`config.mk`:
```
export PLATFORM = sky130hd
export DESIGN_NAME = fpp_pipeline
export DESIGN_NICKNAME = d
export VERILOG_FILES = /design/src/fpp_pkg.sv /design/src/fpp_alu_if.sv /design/src/fpp_alu.sv /design/src/fpp_pipeline.sv
export VERILOG_INCLUDE_DIRS = /design/src
export SDC_FILE = /design/constraint.sdc
export NUM_CORES = 1
export LEC_CHECK = 0
export ABC_CLOCK_PERIOD_IN_PS = 3400
export BUFFER_PORTS_ARGS = -buffer_cell sky130_fd_sc_hd__buf_2
export CORE_ASPECT_RATIO = 0.7
export CORE_MARGIN = 2
export CORE_UTILIZATION = 45
export CTS_BUF_LIST = sky130_fd_sc_hd__clkbuf_16
export DETAILED_ROUTE_END_ITERATION = 7
export GPL_ROUTABILITY_DRIVEN = 0
export GPL_TIMING_DRIVEN = 0
export PLACE_DENSITY = 0.65
export SETUP_SLACK_MARGIN = 0.05
export SYNTH_ARGS = -nofsm -noshare
export SYNTH_HDL_FRONTEND = slang
export SYNTH_HIERARCHICAL = 1
export SYNTH_SLANG_ARGS = --single-unit
```
`constraint.sdc`:
```
create_clock -name clk_sys -period 3.4 [get_ports clk_sys]
set_input_delay 0.68 -clock clk_sys [delete_from_list [all_inputs] [get_ports clk_sys]]
set_output_delay 0.68 -clock clk_sys [all_outputs]
set_load 0.02 [all_outputs]
```
`src/fpp_cfg.svh`:
```
// fpp_cfg.svh: constants for the four-phase instruction pipeline control block
// assumes inclusion by bare name from the package and the design modules
`ifndef FPP_CFG_SVH
`define FPP_CFG_SVH

// ---------------------------------------------------------------------------
// phase and datapath figures
// ---------------------------------------------------------------------------
`define FPP_PHASES        4
`define FPP_PHASE_W       2
`define FPP_PHASE_FETCH   2'h0
`define FPP_PHASE_LAST    2'h3
`define FPP_DATA_W        8
`define FPP_PC_W          13
`define FPP_PAGE_W        8
`define FPP_INSTR_W       16

`endif

```
`src/fpp_pkg.sv`:
```
// fpp_pkg.sv: types shared by the pipeline control modules
// assumes fpp_cfg.svh is on the include path
`include "fpp_cfg.svh"

package fpp_pkg;

    // ---------------------------------------------------------------------------
    // alu operations
    // ---------------------------------------------------------------------------
    typedef enum logic [2:0] {
        FPP_ALU_PASS,
        FPP_ALU_ADD,
        FPP_ALU_SUB,
        FPP_ALU_AND,
        FPP_ALU_OR,
        FPP_ALU_XOR,
        FPP_ALU_INC,
        FPP_ALU_DEC
    } fpp_alu_op_t;

    // instruction class as seen by the sequencer
    typedef enum logic [2:0] {
        FPP_CLS_PLAIN,
        FPP_CLS_JUMP,
        FPP_CLS_CALL,
        FPP_CLS_SKIP,
        FPP_CLS_PCLWR
    } fpp_class_t;

endpackage : fpp_pkg

```
`src/fpp_alu_if.sv`:
```
// fpp_alu_if.sv: carrier between the sequencer and the 8-bit alu
// assumes both ends share clk_sys
`timescale 1ns/1ps
`include "fpp_cfg.svh"

interface fpp_alu_if;
    logic                        strobe;
    fpp_pkg::fpp_alu_op_t        op;
    logic [`FPP_DATA_W-1:0]      operand;
    logic [`FPP_DATA_W-1:0]      acc;
    logic                        zero;

    modport seq (output strobe, output op, output operand, input acc, input zero);
    modport alu (input strobe, input op, input operand, output acc, output zero);
endinterface : fpp_alu_if

```
`src/fpp_alu.sv`:
```
// fpp_alu.sv: single 8-bit alu with the accumulator held in its register
// assumes operations are strobed once per instruction cycle in the fetch phase
`timescale 1ns/1ps
`include "fpp_cfg.svh"

module fpp_alu (
    // clock and reset
    input  wire logic clk_sys,
    input  wire logic reset,
    // datapath carrier
    fpp_alu_if.alu    bus
);

    typedef struct packed {
        logic [`FPP_DATA_W-1:0] acc;
    } fpp_alu_state_t;

    fpp_alu_state_t st_r;
    fpp_alu_state_t st_nxt;

    // ---------------------------------------------------------------------------
    // accumulator update: every result routes back through the accumulator
    // ---------------------------------------------------------------------------
    always_comb begin
        st_nxt = st_r;
        if (bus.strobe) begin
            unique case (bus.op)
                fpp_pkg::FPP_ALU_PASS: st_nxt.acc = bus.operand;
                fpp_pkg::FPP_ALU_ADD:  st_nxt.acc = st_r.acc + bus.operand;
                fpp_pkg::FPP_ALU_SUB:  st_nxt.acc = st_r.acc - bus.operand;
                fpp_pkg::FPP_ALU_AND:  st_nxt.acc = st_r.acc & bus.operand;
                fpp_pkg::FPP_ALU_OR:   st_nxt.acc = st_r.acc | bus.operand;
                fpp_pkg::FPP_ALU_XOR:  st_nxt.acc = st_r.acc ^ bus.operand;
                fpp_pkg::FPP_ALU_INC:  st_nxt.acc = bus.operand + 8'h01;
                fpp_pkg::FPP_ALU_DEC:  st_nxt.acc = bus.operand - 8'h01;
            endcase
        end
    end

    always_ff @(posedge clk_sys or posedge reset) begin
        if (reset) begin
            st_r <= '0;
        end else begin
            st_r <= st_nxt;
        end
    end

    assign bus.acc  = st_r.acc;
    assign bus.zero = (st_r.acc == 8'h00);

endmodule : fpp_alu

```
`src/fpp_pipeline.sv`:
```
// fpp_pipeline.sv: four-phase instruction timing and pipeline sequencer
// assumes program memory answers a fetch address within the fetch phase,
// and the decoder outside classifies the latched instruction combinationally
//
// Operation
// - four non-overlapping phases from the system clock form one instruction cycle
// - program counter increments at fetch phase start; instruction fetched that phase
// - decode and execute occupy phases two to four
// - next fetch overlaps current execute; one instruction per cycle
// - jumps and calls take three cycles: get target, branch, then fetch target
// - rc mode drives fetch-phase clock on spare pin, quarter rate, 1:3
// - one 8-bit alu, data routed through the accumulator
// - taken skip discards prefetched instruction, inserts a dummy cycle
// - program counter low byte write jumps within page, two dummy cycles
`timescale 1ns/1ps
`include "fpp_cfg.svh"

module fpp_pipeline #(
    parameter int PC_W = `FPP_PC_W
) (
    // clock and reset
    input  wire logic                     clk_sys,
    input  wire logic                     reset,
    // option strap
    input  wire logic                     rcOscMode,
    // program memory
    input  wire logic [`FPP_INSTR_W-1:0]  fetchData,
    output logic      [PC_W-1:0]          fetchAddr,
    output logic                          fetchStrobe,
    // decoder view of the latched instruction
    input  wire fpp_pkg::fpp_class_t      instrClass,
    input  wire logic [PC_W-1:0]          branchTarget,
    input  wire logic                     skipCond,
    input  wire fpp_pkg::fpp_alu_op_t     aluOp,
    input  wire logic [`FPP_DATA_W-1:0]   aluOperand,
    input  wire logic [`FPP_DATA_W-1:0]   pclWriteData,
    // execute view
    output logic      [`FPP_INSTR_W-1:0]  execInstr,
    output logic                          execValid,
    output logic      [`FPP_PHASES-1:0]   phaseOneHot,
    output logic      [`FPP_DATA_W-1:0]   accValue,
    // spare oscillator output pin
    output logic                          spareOscOut,
    output logic                          spareOscOe
);

    typedef enum logic [1:0] {
        FPP_RUN,
        FPP_BRANCH,
        FPP_DUMMY
    } fpp_seq_t;

    typedef struct packed {
        logic [`FPP_PHASE_W-1:0]  phase;
        fpp_seq_t                 seq;
        logic [PC_W-1:0]          pc;
        logic [PC_W-1:0]          target;
        logic [`FPP_INSTR_W-1:0]  fetched;
        logic                     fetchedValid;
        logic [`FPP_INSTR_W-1:0]  exec;
        logic                     execValid;
        logic [`FPP_PHASES-1:0]   phaseOneHot;
        logic [PC_W-1:0]          fetchAddr;
        logic                     fetchStrobe;
        logic                     oscOut;
        logic                     oscOe;
        logic                     aluStrobe;
        fpp_pkg::fpp_alu_op_t     aluOp;
        logic [`FPP_DATA_W-1:0]   aluOperand;
    } fpp_state_t;

    fpp_state_t st_r;
    fpp_state_t st_nxt;

    fpp_alu_if aluBus ();

    // ---------------------------------------------------------------------------
    // the single datapath alu
    // ---------------------------------------------------------------------------
    fpp_alu uAlu (
        .clk_sys (clk_sys),
        .reset   (reset),
        .bus     (aluBus.alu)
    );

    assign aluBus.strobe  = st_r.aluStrobe;
    assign aluBus.op      = st_r.aluOp;
    assign aluBus.operand = st_r.aluOperand;

    // ---------------------------------------------------------------------------
    // next-state logic
    // ---------------------------------------------------------------------------
    logic [`FPP_PHASE_W-1:0] phaseNext;
    logic                    endOfCycle;

    always_comb begin
        st_nxt     = st_r;
        phaseNext  = st_r.phase + 2'h1;
        endOfCycle = (st_r.phase == `FPP_PHASE_LAST);
        st_nxt.phase     = phaseNext;
        st_nxt.aluStrobe = 1'b0;
        st_nxt.fetchStrobe = 1'b0;

        // registered one-hot phase view, matching the phase about to start
        for (int i = 0; i < `FPP_PHASES; i++) begin
            st_nxt.phaseOneHot[i] = (phaseNext == i[`FPP_PHASE_W-1:0]);
        end

        // quarter-rate strobe high for the fetch phase only, giving 1:3
        st_nxt.oscOe  = rcOscMode;
        st_nxt.oscOut = rcOscMode && (phaseNext == `FPP_PHASE_FETCH);

        // fetch phase opens: present the pc to program memory and bump it
        if (endOfCycle) begin
            st_nxt.pc          = st_r.pc + 1'b1;
            st_nxt.fetchAddr   = st_r.pc;
            st_nxt.fetchStrobe = 1'b1;
            // the fetched word moves to execute while the next one loads
            st_nxt.exec      = st_r.fetched;
            // a dummy cycle only blanks the skipped word, so the word after it runs
            st_nxt.execValid = st_r.fetchedValid && (st_r.seq != FPP_BRANCH);
        end

        // instruction in memory is captured during the fetch phase
        if (st_r.fetchStrobe) begin
            st_nxt.fetched      = fetchData;
            st_nxt.fetchedValid = 1'b1;
        end

        // decode late in the cycle, act at its end so phases two to four execute
        if (endOfCycle) begin
            unique case (st_r.seq)
                FPP_RUN: begin
                    if (st_r.execValid) begin
                        st_nxt.aluStrobe  = 1'b0;
                        unique case (instrClass)
                            fpp_pkg::FPP_CLS_JUMP,
                            fpp_pkg::FPP_CLS_CALL: begin
                                // first cycle obtains the target only
                                st_nxt.target = branchTarget;
                                st_nxt.seq    = FPP_BRANCH;
                                st_nxt.execValid = 1'b0;
                            end
                            fpp_pkg::FPP_CLS_SKIP: begin
                                if (skipCond) begin
                                    // drop the prefetched word, pc already past it
                                    st_nxt.seq       = FPP_DUMMY;
                                    st_nxt.execValid = 1'b0;
                                end
                            end
                            fpp_pkg::FPP_CLS_PCLWR: begin
                                // only the low byte changes; the page is that of the current pc,
                                // which is the fetch address, not the one already bumped past it
                                st_nxt.target = {st_r.fetchAddr[PC_W-1:`FPP_PAGE_W],
                                                 pclWriteData};
                                st_nxt.seq       = FPP_BRANCH;
                                st_nxt.execValid = 1'b0;
                            end
                            default: begin
                                st_nxt.aluStrobe  = 1'b1;
                                st_nxt.aluOp      = aluOp;
                                st_nxt.aluOperand = aluOperand;
                            end
                        endcase
                    end
                end
                FPP_BRANCH: begin
                    // second cycle: refetch from the target, old prefetch is stale
                    st_nxt.fetchAddr    = st_r.target;
                    st_nxt.pc           = st_r.target + 1'b1;
                    st_nxt.fetchedValid = 1'b0;
                    st_nxt.seq          = FPP_RUN;
                end
                FPP_DUMMY: begin
                    // dummy cycle executes nothing while the right word loads
                    st_nxt.seq = FPP_RUN;
                end
            endcase
        end
    end

    // ---------------------------------------------------------------------------
    // state register; reset lands on the last phase so the first edge opens fetch
    // ---------------------------------------------------------------------------
    always_ff @(posedge clk_sys or posedge reset) begin
        if (reset) begin
            st_r       <= '0;
            st_r.phase <= `FPP_PHASE_LAST;
            st_r.seq   <= FPP_RUN;
            st_r.pc    <= '0;
        end else begin
            st_r <= st_nxt;
        end
    end

    // ---------------------------------------------------------------------------
    // outputs, all but accValue from the state register
    // ---------------------------------------------------------------------------
    assign fetchAddr   = st_r.fetchAddr;
    assign fetchStrobe = st_r.fetchStrobe;
    assign execInstr   = st_r.exec;
    assign execValid   = st_r.execValid;
    assign phaseOneHot = st_r.phaseOneHot;
    assign spareOscOut = st_r.oscOut;
    assign spareOscOe  = st_r.oscOe;

    // accumulator copy kept here so the output is local to this module's flops
    logic [`FPP_DATA_W-1:0] accCopy_r;
    always_ff @(posedge clk_sys or posedge reset) begin
        if (reset) begin
            accCopy_r <= '0;
        end else begin
            accCopy_r <= aluBus.acc;
        end
    end
    assign accValue = accCopy_r;

endmodule : fpp_pipeline

```
==> results by group, run 1 <==
GRT
  – First-pass GRT wire length: approximately 26000 µm
  – Largest net degree at the start of global routing: 43
  – Initial antenna violation count: 0
  – Vias in the first global route: ~5000
  – Total track usage: 0.213
  – GRT Residual Overflow: 0

Floorplanning
  – Die ar.: ~0.016 mm²
  – Chip width: roughly 150 µm
  – Cell row count: 37
  – Initial core utilization: 0.456
  – Core Box Area: roughly 0.015 mm²
  – Die H: about 110 µm
  – Ports: 100

Clock tree
  – CTS tree: yes
  – H-tree Lvls: 3
  – CTS buffer count: 9
  – CTS Buffer Depth: 2
  – Clk sinks: about 110
  – Post-CTS Setup Inserts: 0
  – Clock latency at the later pin of the worst-skew pair: between 300 and 400 ps
  – Post-cts resize count: 0
  – CTS Hold Bufs: 0
  – Clk root buf: clkbuf_16
  – CTS clock-pin slew for the worst setup and hold paths: roughly 80 ps

Worst setup path
  – CP arrival: between 3000 and 4000 ps
  – Setup CP Type: reg -> reg
  – CP Max Fanout: 10
  – Critical Path RT: 3620 ps
  – Worst Setup End Kind: flop
  – Setup crit start kind: flop

Timing
  – Max_slew headroom: 0.590
  – Unrepaired setup endpoints after global routing: no
  – Ratio of final minimum period to clock period: 0.921
  – Final setup violating endpoints: 0
  – Fin Clk Skew: roughly 11 ps
  – Final Hold Viols: 0
  – Minimum clock period: ~3100 ps
  – Fmax: approximately 0.32 GHz
  – Max-slew violations: 0
  – Setup TNS: 0 ps
  – Worst Max-Slew Pin Slew: between 600 and 700 ps

Detailed routing
  – DRT iter0 DRCs: 390
  – DRT Wirelength: approximately 16000 µm
  – Vias: between 5000 and 6000
  – Routed Antenna Nets: 0
  – First-pass DRT Iterations: 4
  – Vias/cell: around 5.4
  – DR WL/cell: between 15 and 20 µm
  – Residual DRC: 0

Synth
  – Syn Area/Cell: roughly 10 µm²
  – Post-Synthesis Net Count: 734
  – Post-synthesis cell area: between 0.006 and 0.007 mm²
  – Yosys Warn Count: 6
  – Syn Inst Count: 637

Power
  – Total chip power: between 7 and 8 mW
  – P_leak: 3.58 nW
  – Pwr/cell area: 908 mW/mm²
  – Max IR drop VDD: around 370 µV

Finish
  – Share of cells above drive strength 1: 0.308
  – Post-layout nets: about 850
  – Most common cell after layout, fill and taps aside: dfrtp_1
  – Commonest cells after routing, fill and taps aside: 110 x dfrtp_1, 106 x buf_2, 43 x nor2_1, 40 x ha_1, 37 x o21ai_0
  – Area Growth Syn to Fin: 16.5%
  – Number of fill cells: approximately 1300
  – Ant. Diodes: 0

Run
  – Max_cap viols: 0

Run status
  – Status: complete, no violations

Place
  – DP HPWL: 12100 µm
  – IO Port Bufs: 98

Hold path
  – Min-Delay Path Class: in -> async
[final timing paths]
check	cells after the start	slack (ps)	startpoint	end
setup / recovery	12	270	aluBus.op[2]	uAlu/bus.acc[2]
hold / removal	2	320	reset	uAlu/bus.acc[7]
setup reg to reg	12	270	aluBus.op[2]	uAlu/bus.acc[2]
hold reg to reg	0	490	uAlu/bus.acc[4]	accValue[4]
max in group asynchronous	4	2100	reset	aluBus.strobe
min in group clk_sys	1	430	rcOscMode	spareOscOe
[final cells by class]
cell class / instances / area [µm²] / share of cell area
buffer: 63 / 435 / 0.0564
timing repair buffer: 100 / 531 / 0.0687
clock inverter: 7 / 90.1 / 0.0117
sequential: 112 / 2810 / 0.363
multi-input combinational: 427 / 3260 / 0.422
clock buffer: 9 / 225 / 0.0291
inverter: 35 / 135 / 0.0175
tap: 195 / 244 / 0.0316
[layer usage]
metal  up-vias  global-route usage  part of all wire
met5         -                   0                 0
met4         0              0.0544             0.012
met3        20              0.0684             0.091
met2       207               0.286              0.40
met1      2430               0.326              0.50
li1       2422                   -                 -
[registers in the layout (all words and copies together), names as in the netlist, named ones only]
name            cells
uAlu/bus.acc        8
spareOscOut         1
spareOscOe          1
aluBus.strobe       1
aluBus.op           3
accValue            8
st_r               46
execInstr          16
fetchStrobe         1
execValid           1
fetchAddr          13
phaseOneHot         4
aluBus.operand      8
[power breakdown]
part	leakage (nW)	switching (mW)	internal (mW)
clock	0.147	0.542	0.588
combinational	2.08	2.11	1.56
sequential	1.36	0.506	1.71
[critical path: stages (launching register included)]
cell	delay, ps
dfrtp_1	370
buf_6	160
buf_2	260
buf_2	290
nand2_1	180
o21a_1	180
fa_1	430
xor2_1	340
a21oi_1	150
a211oi_1	260
a21oi_1	80
o221ai_1	170
o21ai_0	130
[per-stage QoR]
step	util	worst slack, ps	hold slack [ps]	cells	instance area (µm²)
3_3_place_gp	0.507	506	471	930	7370
5_1_grt	0.532	163	356	948	7730
6_report	0.532	267	321	948	7730
4_1_cts	0.532	371	336	948	7730
2_1_floorplan	-	976	418	637	6640
3_5_place_dp	0.510	397	474	932	7410
(Power assumes the default switching activity.)
==> run 2: changes to the inputs <==
- CORE_UTILIZATION: 45 -> 46
- PLACE_DENSITY: 0.65 -> 0.66
==> run 2 against run 1 <==
Against the previous run: sequential share of layout area shrank 0.12 points; die area is 2.1% lower; clock skew shrank 1.7 ps; worst setup slack better by 100 ps; utilization is 2.2 points higher; first-iteration DRC count is 1.8% lower; largest power group unchanged.
==> results by group, run 2 (synthesized netlist as in run 1, its figures left out) <==
Clock tree
  – Clk root buf: clkbuf_16
  – CTS tree: yes
  – H-tree Lvls: 3 (unchanged)
  – CTS Hold Bufs: 0 (unchanged)
  – Post-CTS Setup Inserts: 0 (unchanged)
  – CTS buffer count: 9 (unchanged)
  – CTS clock-pin slew for the worst setup and hold paths: 80 ps (about the same)
  – Clock latency at the later pin of the worst-skew pair: 350 ps (-20 ps)
  – Clk sinks: 112 (unchanged)
  – CTS Buffer Depth: 2 (unchanged)
  – Post-cts resize count: 0 (unchanged)

Worst setup path
  – CP Max Fanout: 10 (unchanged)
  – Worst Setup End Kind: flop
  – Reg2reg end: uAlu/bus.acc[2]
  – CP delay by family, top: compound AO/OA/AOI/OAI gates
  – Setup crit start kind: flop
  – R2R Path Start: aluBus.op[2]
  – Crit path to: uAlu/bus.acc[2]
  – Cell depth of the worst setup path: 12 (unchanged)
  – Critical Path RT: 3610 ps (about the same)
  – Slowest-stage cell, CP: fa_1
  – Setup CP Type: reg -> reg
  – FF-to-FF path depth: 12 (unchanged)
  – Max incr delay on CP: 430 ps (about the same)
  – R2R Setup Slk: 370 ps (+100 ps)
  – Crit-path cells: buf_6 -> buf_2 -> buf_2 -> nand2_1 -> o21a_1 -> fa_1 -> xor2_1 -> a21oi_1 -> a211oi_1 -> a21oi_1 -> o221ai_1 -> o21ai_0
  – Worst Path Buf+Inv: 3 (unchanged)
  – CP arrival: 3240 ps (-110 ps)
  – Critical path startpoint: aluBus.op[2]

Detailed routing
  – Routed Antenna Nets: 0 (unchanged)
  – Vias: 5117 (+0.75%)
  – First-pass DRT Iterations: 6 (+2)
  – DRT Wirelength: 16300 µm (+1.1%)
  – DR WL/cell: 17.2 µm (+1.6%)
  – Residual DRC: 0 (unchanged)
  – Vias/cell: 5.42 (+1.2%)
  – DRT iter0 DRCs: 383 (-1.8%)

GRT
  – Vias in the first global route: 5051 (+1.7%)
  – Initial antenna violation count: 0 (unchanged)
  – Largest net degree at the start of global routing: 34 (-21%)
  – First-pass GRT wire length: 26500 µm (+2.3%)
  – GRT Residual Overflow: 0 (unchanged)
  – Total track usage: 0.218 (+0.00497)

Floorplanning
  – Initial core utilization: 0.473 (+0.0172)
  – Chip width: 148 µm (-1.1%)
  – Cell row count: 36 (-2.7%)
  – Ports: 100 (unchanged)
  – Core Box Area: 0.0140 mm² (-3.6%)
  – Die H: 104 µm (-1.1%)
  – Die ar.: 0.0154 mm² (-2.1%)

Finish
  – Largest reg by FF count: st_r
  – Most common cell after layout, fill and taps aside: dfrtp_1
  – Ant. Diodes: 0 (unchanged)
  – Area Growth Syn to Fin: 16.9%
  – Max FFs per register: 46 (unchanged)
  – Commonest cells after routing, fill and taps aside: 110 x dfrtp_1, 106 x buf_2, 43 x nor2_1, 40 x ha_1, 37 x o21ai_0
  – Post-layout nets: 846 (+0.12%)
  – Share of cells above drive strength 1: 0.309 (+0.000918)

Power
  – Max IR drop VDD: 374 µV (+0.94%)
  – P_leak: 3.60 nW (+0.57%)
  – Total chip power: 7.06 mW (+0.64%)
  – Pwr/cell area: 911 mW/mm² (+0.31%)

Timing
  – Minimum clock period: 3030 ps (-104 ps)
  – Worst Max-Slew Pin Slew: 603 ps (-12.6 ps)
  – Unrepaired setup endpoints after global routing: no
  – Fmax: 0.330 GHz (+3.4%)
  – Max-slew violations: 0 (unchanged)
  – Setup TNS: 0 ps (unchanged)
  – Ratio of final minimum period to clock period: 0.891 (-0.0307)
  – Final Hold Viols: 0 (unchanged)
  – Max_slew headroom: 0.598 (+0.00838)
  – Final setup violating endpoints: 0 (unchanged)
  – Fin Clk Skew: 8.79 ps (-1.72 ps)

Run
  – Max_cap viols: 0 (unchanged)

Place
  – IO Port Bufs: 98 (unchanged)
  – DP HPWL: 12300 µm (+2.2%)

Run status
  – Status: complete, no violations

Hold path
  – Min-Delay Path Class: in -> async
[run 2: changes by cell type in the layout (fill, tap and decap cells not counted)]
cell and delta:
buf_12 +1, bufinv_16 +1, clkinvlp_4 -1, clkinv_8 -1, clkinv_2 +1
[run 2: layer usage]
metal  part of all wire  vias up  track usage
li1                   -     2421            -
met5                  0        -            0
met3              0.089       17       0.0627
met1               0.49     2450        0.325
met4              0.012        0       0.0556
met2               0.41      229        0.308
[run 2: layout make-up]
| cell class | instances | area (µm²) |
|---|---|---|
| clock inverter | 7 | 101 |
| clock buffer | 9 | 225 |
| fill | 1233 | 6260 |
| timing repair buffer | 101 | 551 |
| inverter | 35 | 135 |
| sequential | 112 | 2810 |
| buffer | 63 | 435 |
| multi-input combinational | 427 | 3260 |
| tap | 190 | 238 |
[run 2: worst min path at each step]
| stage | from | to | slack, ps | cells past startpoint |
|---|---|---|---|---|
| after detailed placement | uAlu/bus.acc[4] | accValue[4] | 470 | 0 |
| after global placement | st_r[49] | st_r[49] | 460 | 1 |
| after floorplan | uAlu/bus.acc[0] | accValue[0] | 420 | 0 |
| final | reset | uAlu/bus.acc[1] | 330 | 2 |
| after CTS | reset | uAlu/bus.acc[5] | 340 | 2 |
| after global routing | reset | uAlu/bus.acc[5] | 360 | 2 |
[run 2: metrics by stage]
stage | cells | cell area [µm²] | setup WS, ps | hold WS, ps | utilization
after floorplan | 637 | 6640 | 976 | 418 | -
after global placement | 925 | 7360 | 529 | 465 | 0.526
after detailed placement | 928 | 7420 | 442 | 474 | 0.530
after CTS | 944 | 7750 | 429 | 339 | 0.553
after global routing | 944 | 7750 | 178 | 360 | 0.553
final | 944 | 7750 | 372 | 331 | 0.553
[run 2: report_power, final]
part / total [mW] / switching (mW) / internal [mW]
clock: 1.16 / 0.510 / 0.654
combinational: 3.67 / 2.10 / 1.56
sequential: 2.23 / 0.516 / 1.71
[run 2: worst reg2reg max path, delay by kind of cell, from the launching register on]
| kind | cells | cell delay (ps) |
|---|---|---|
| compound gates | 6 | 900 |
| xor+xnor | 1 | 320 |
| fa+ha+maj | 1 | 430 |
| buf+inv | 3 | 700 |
| flops | 1 | 360 |
| simple gates | 1 | 180 |
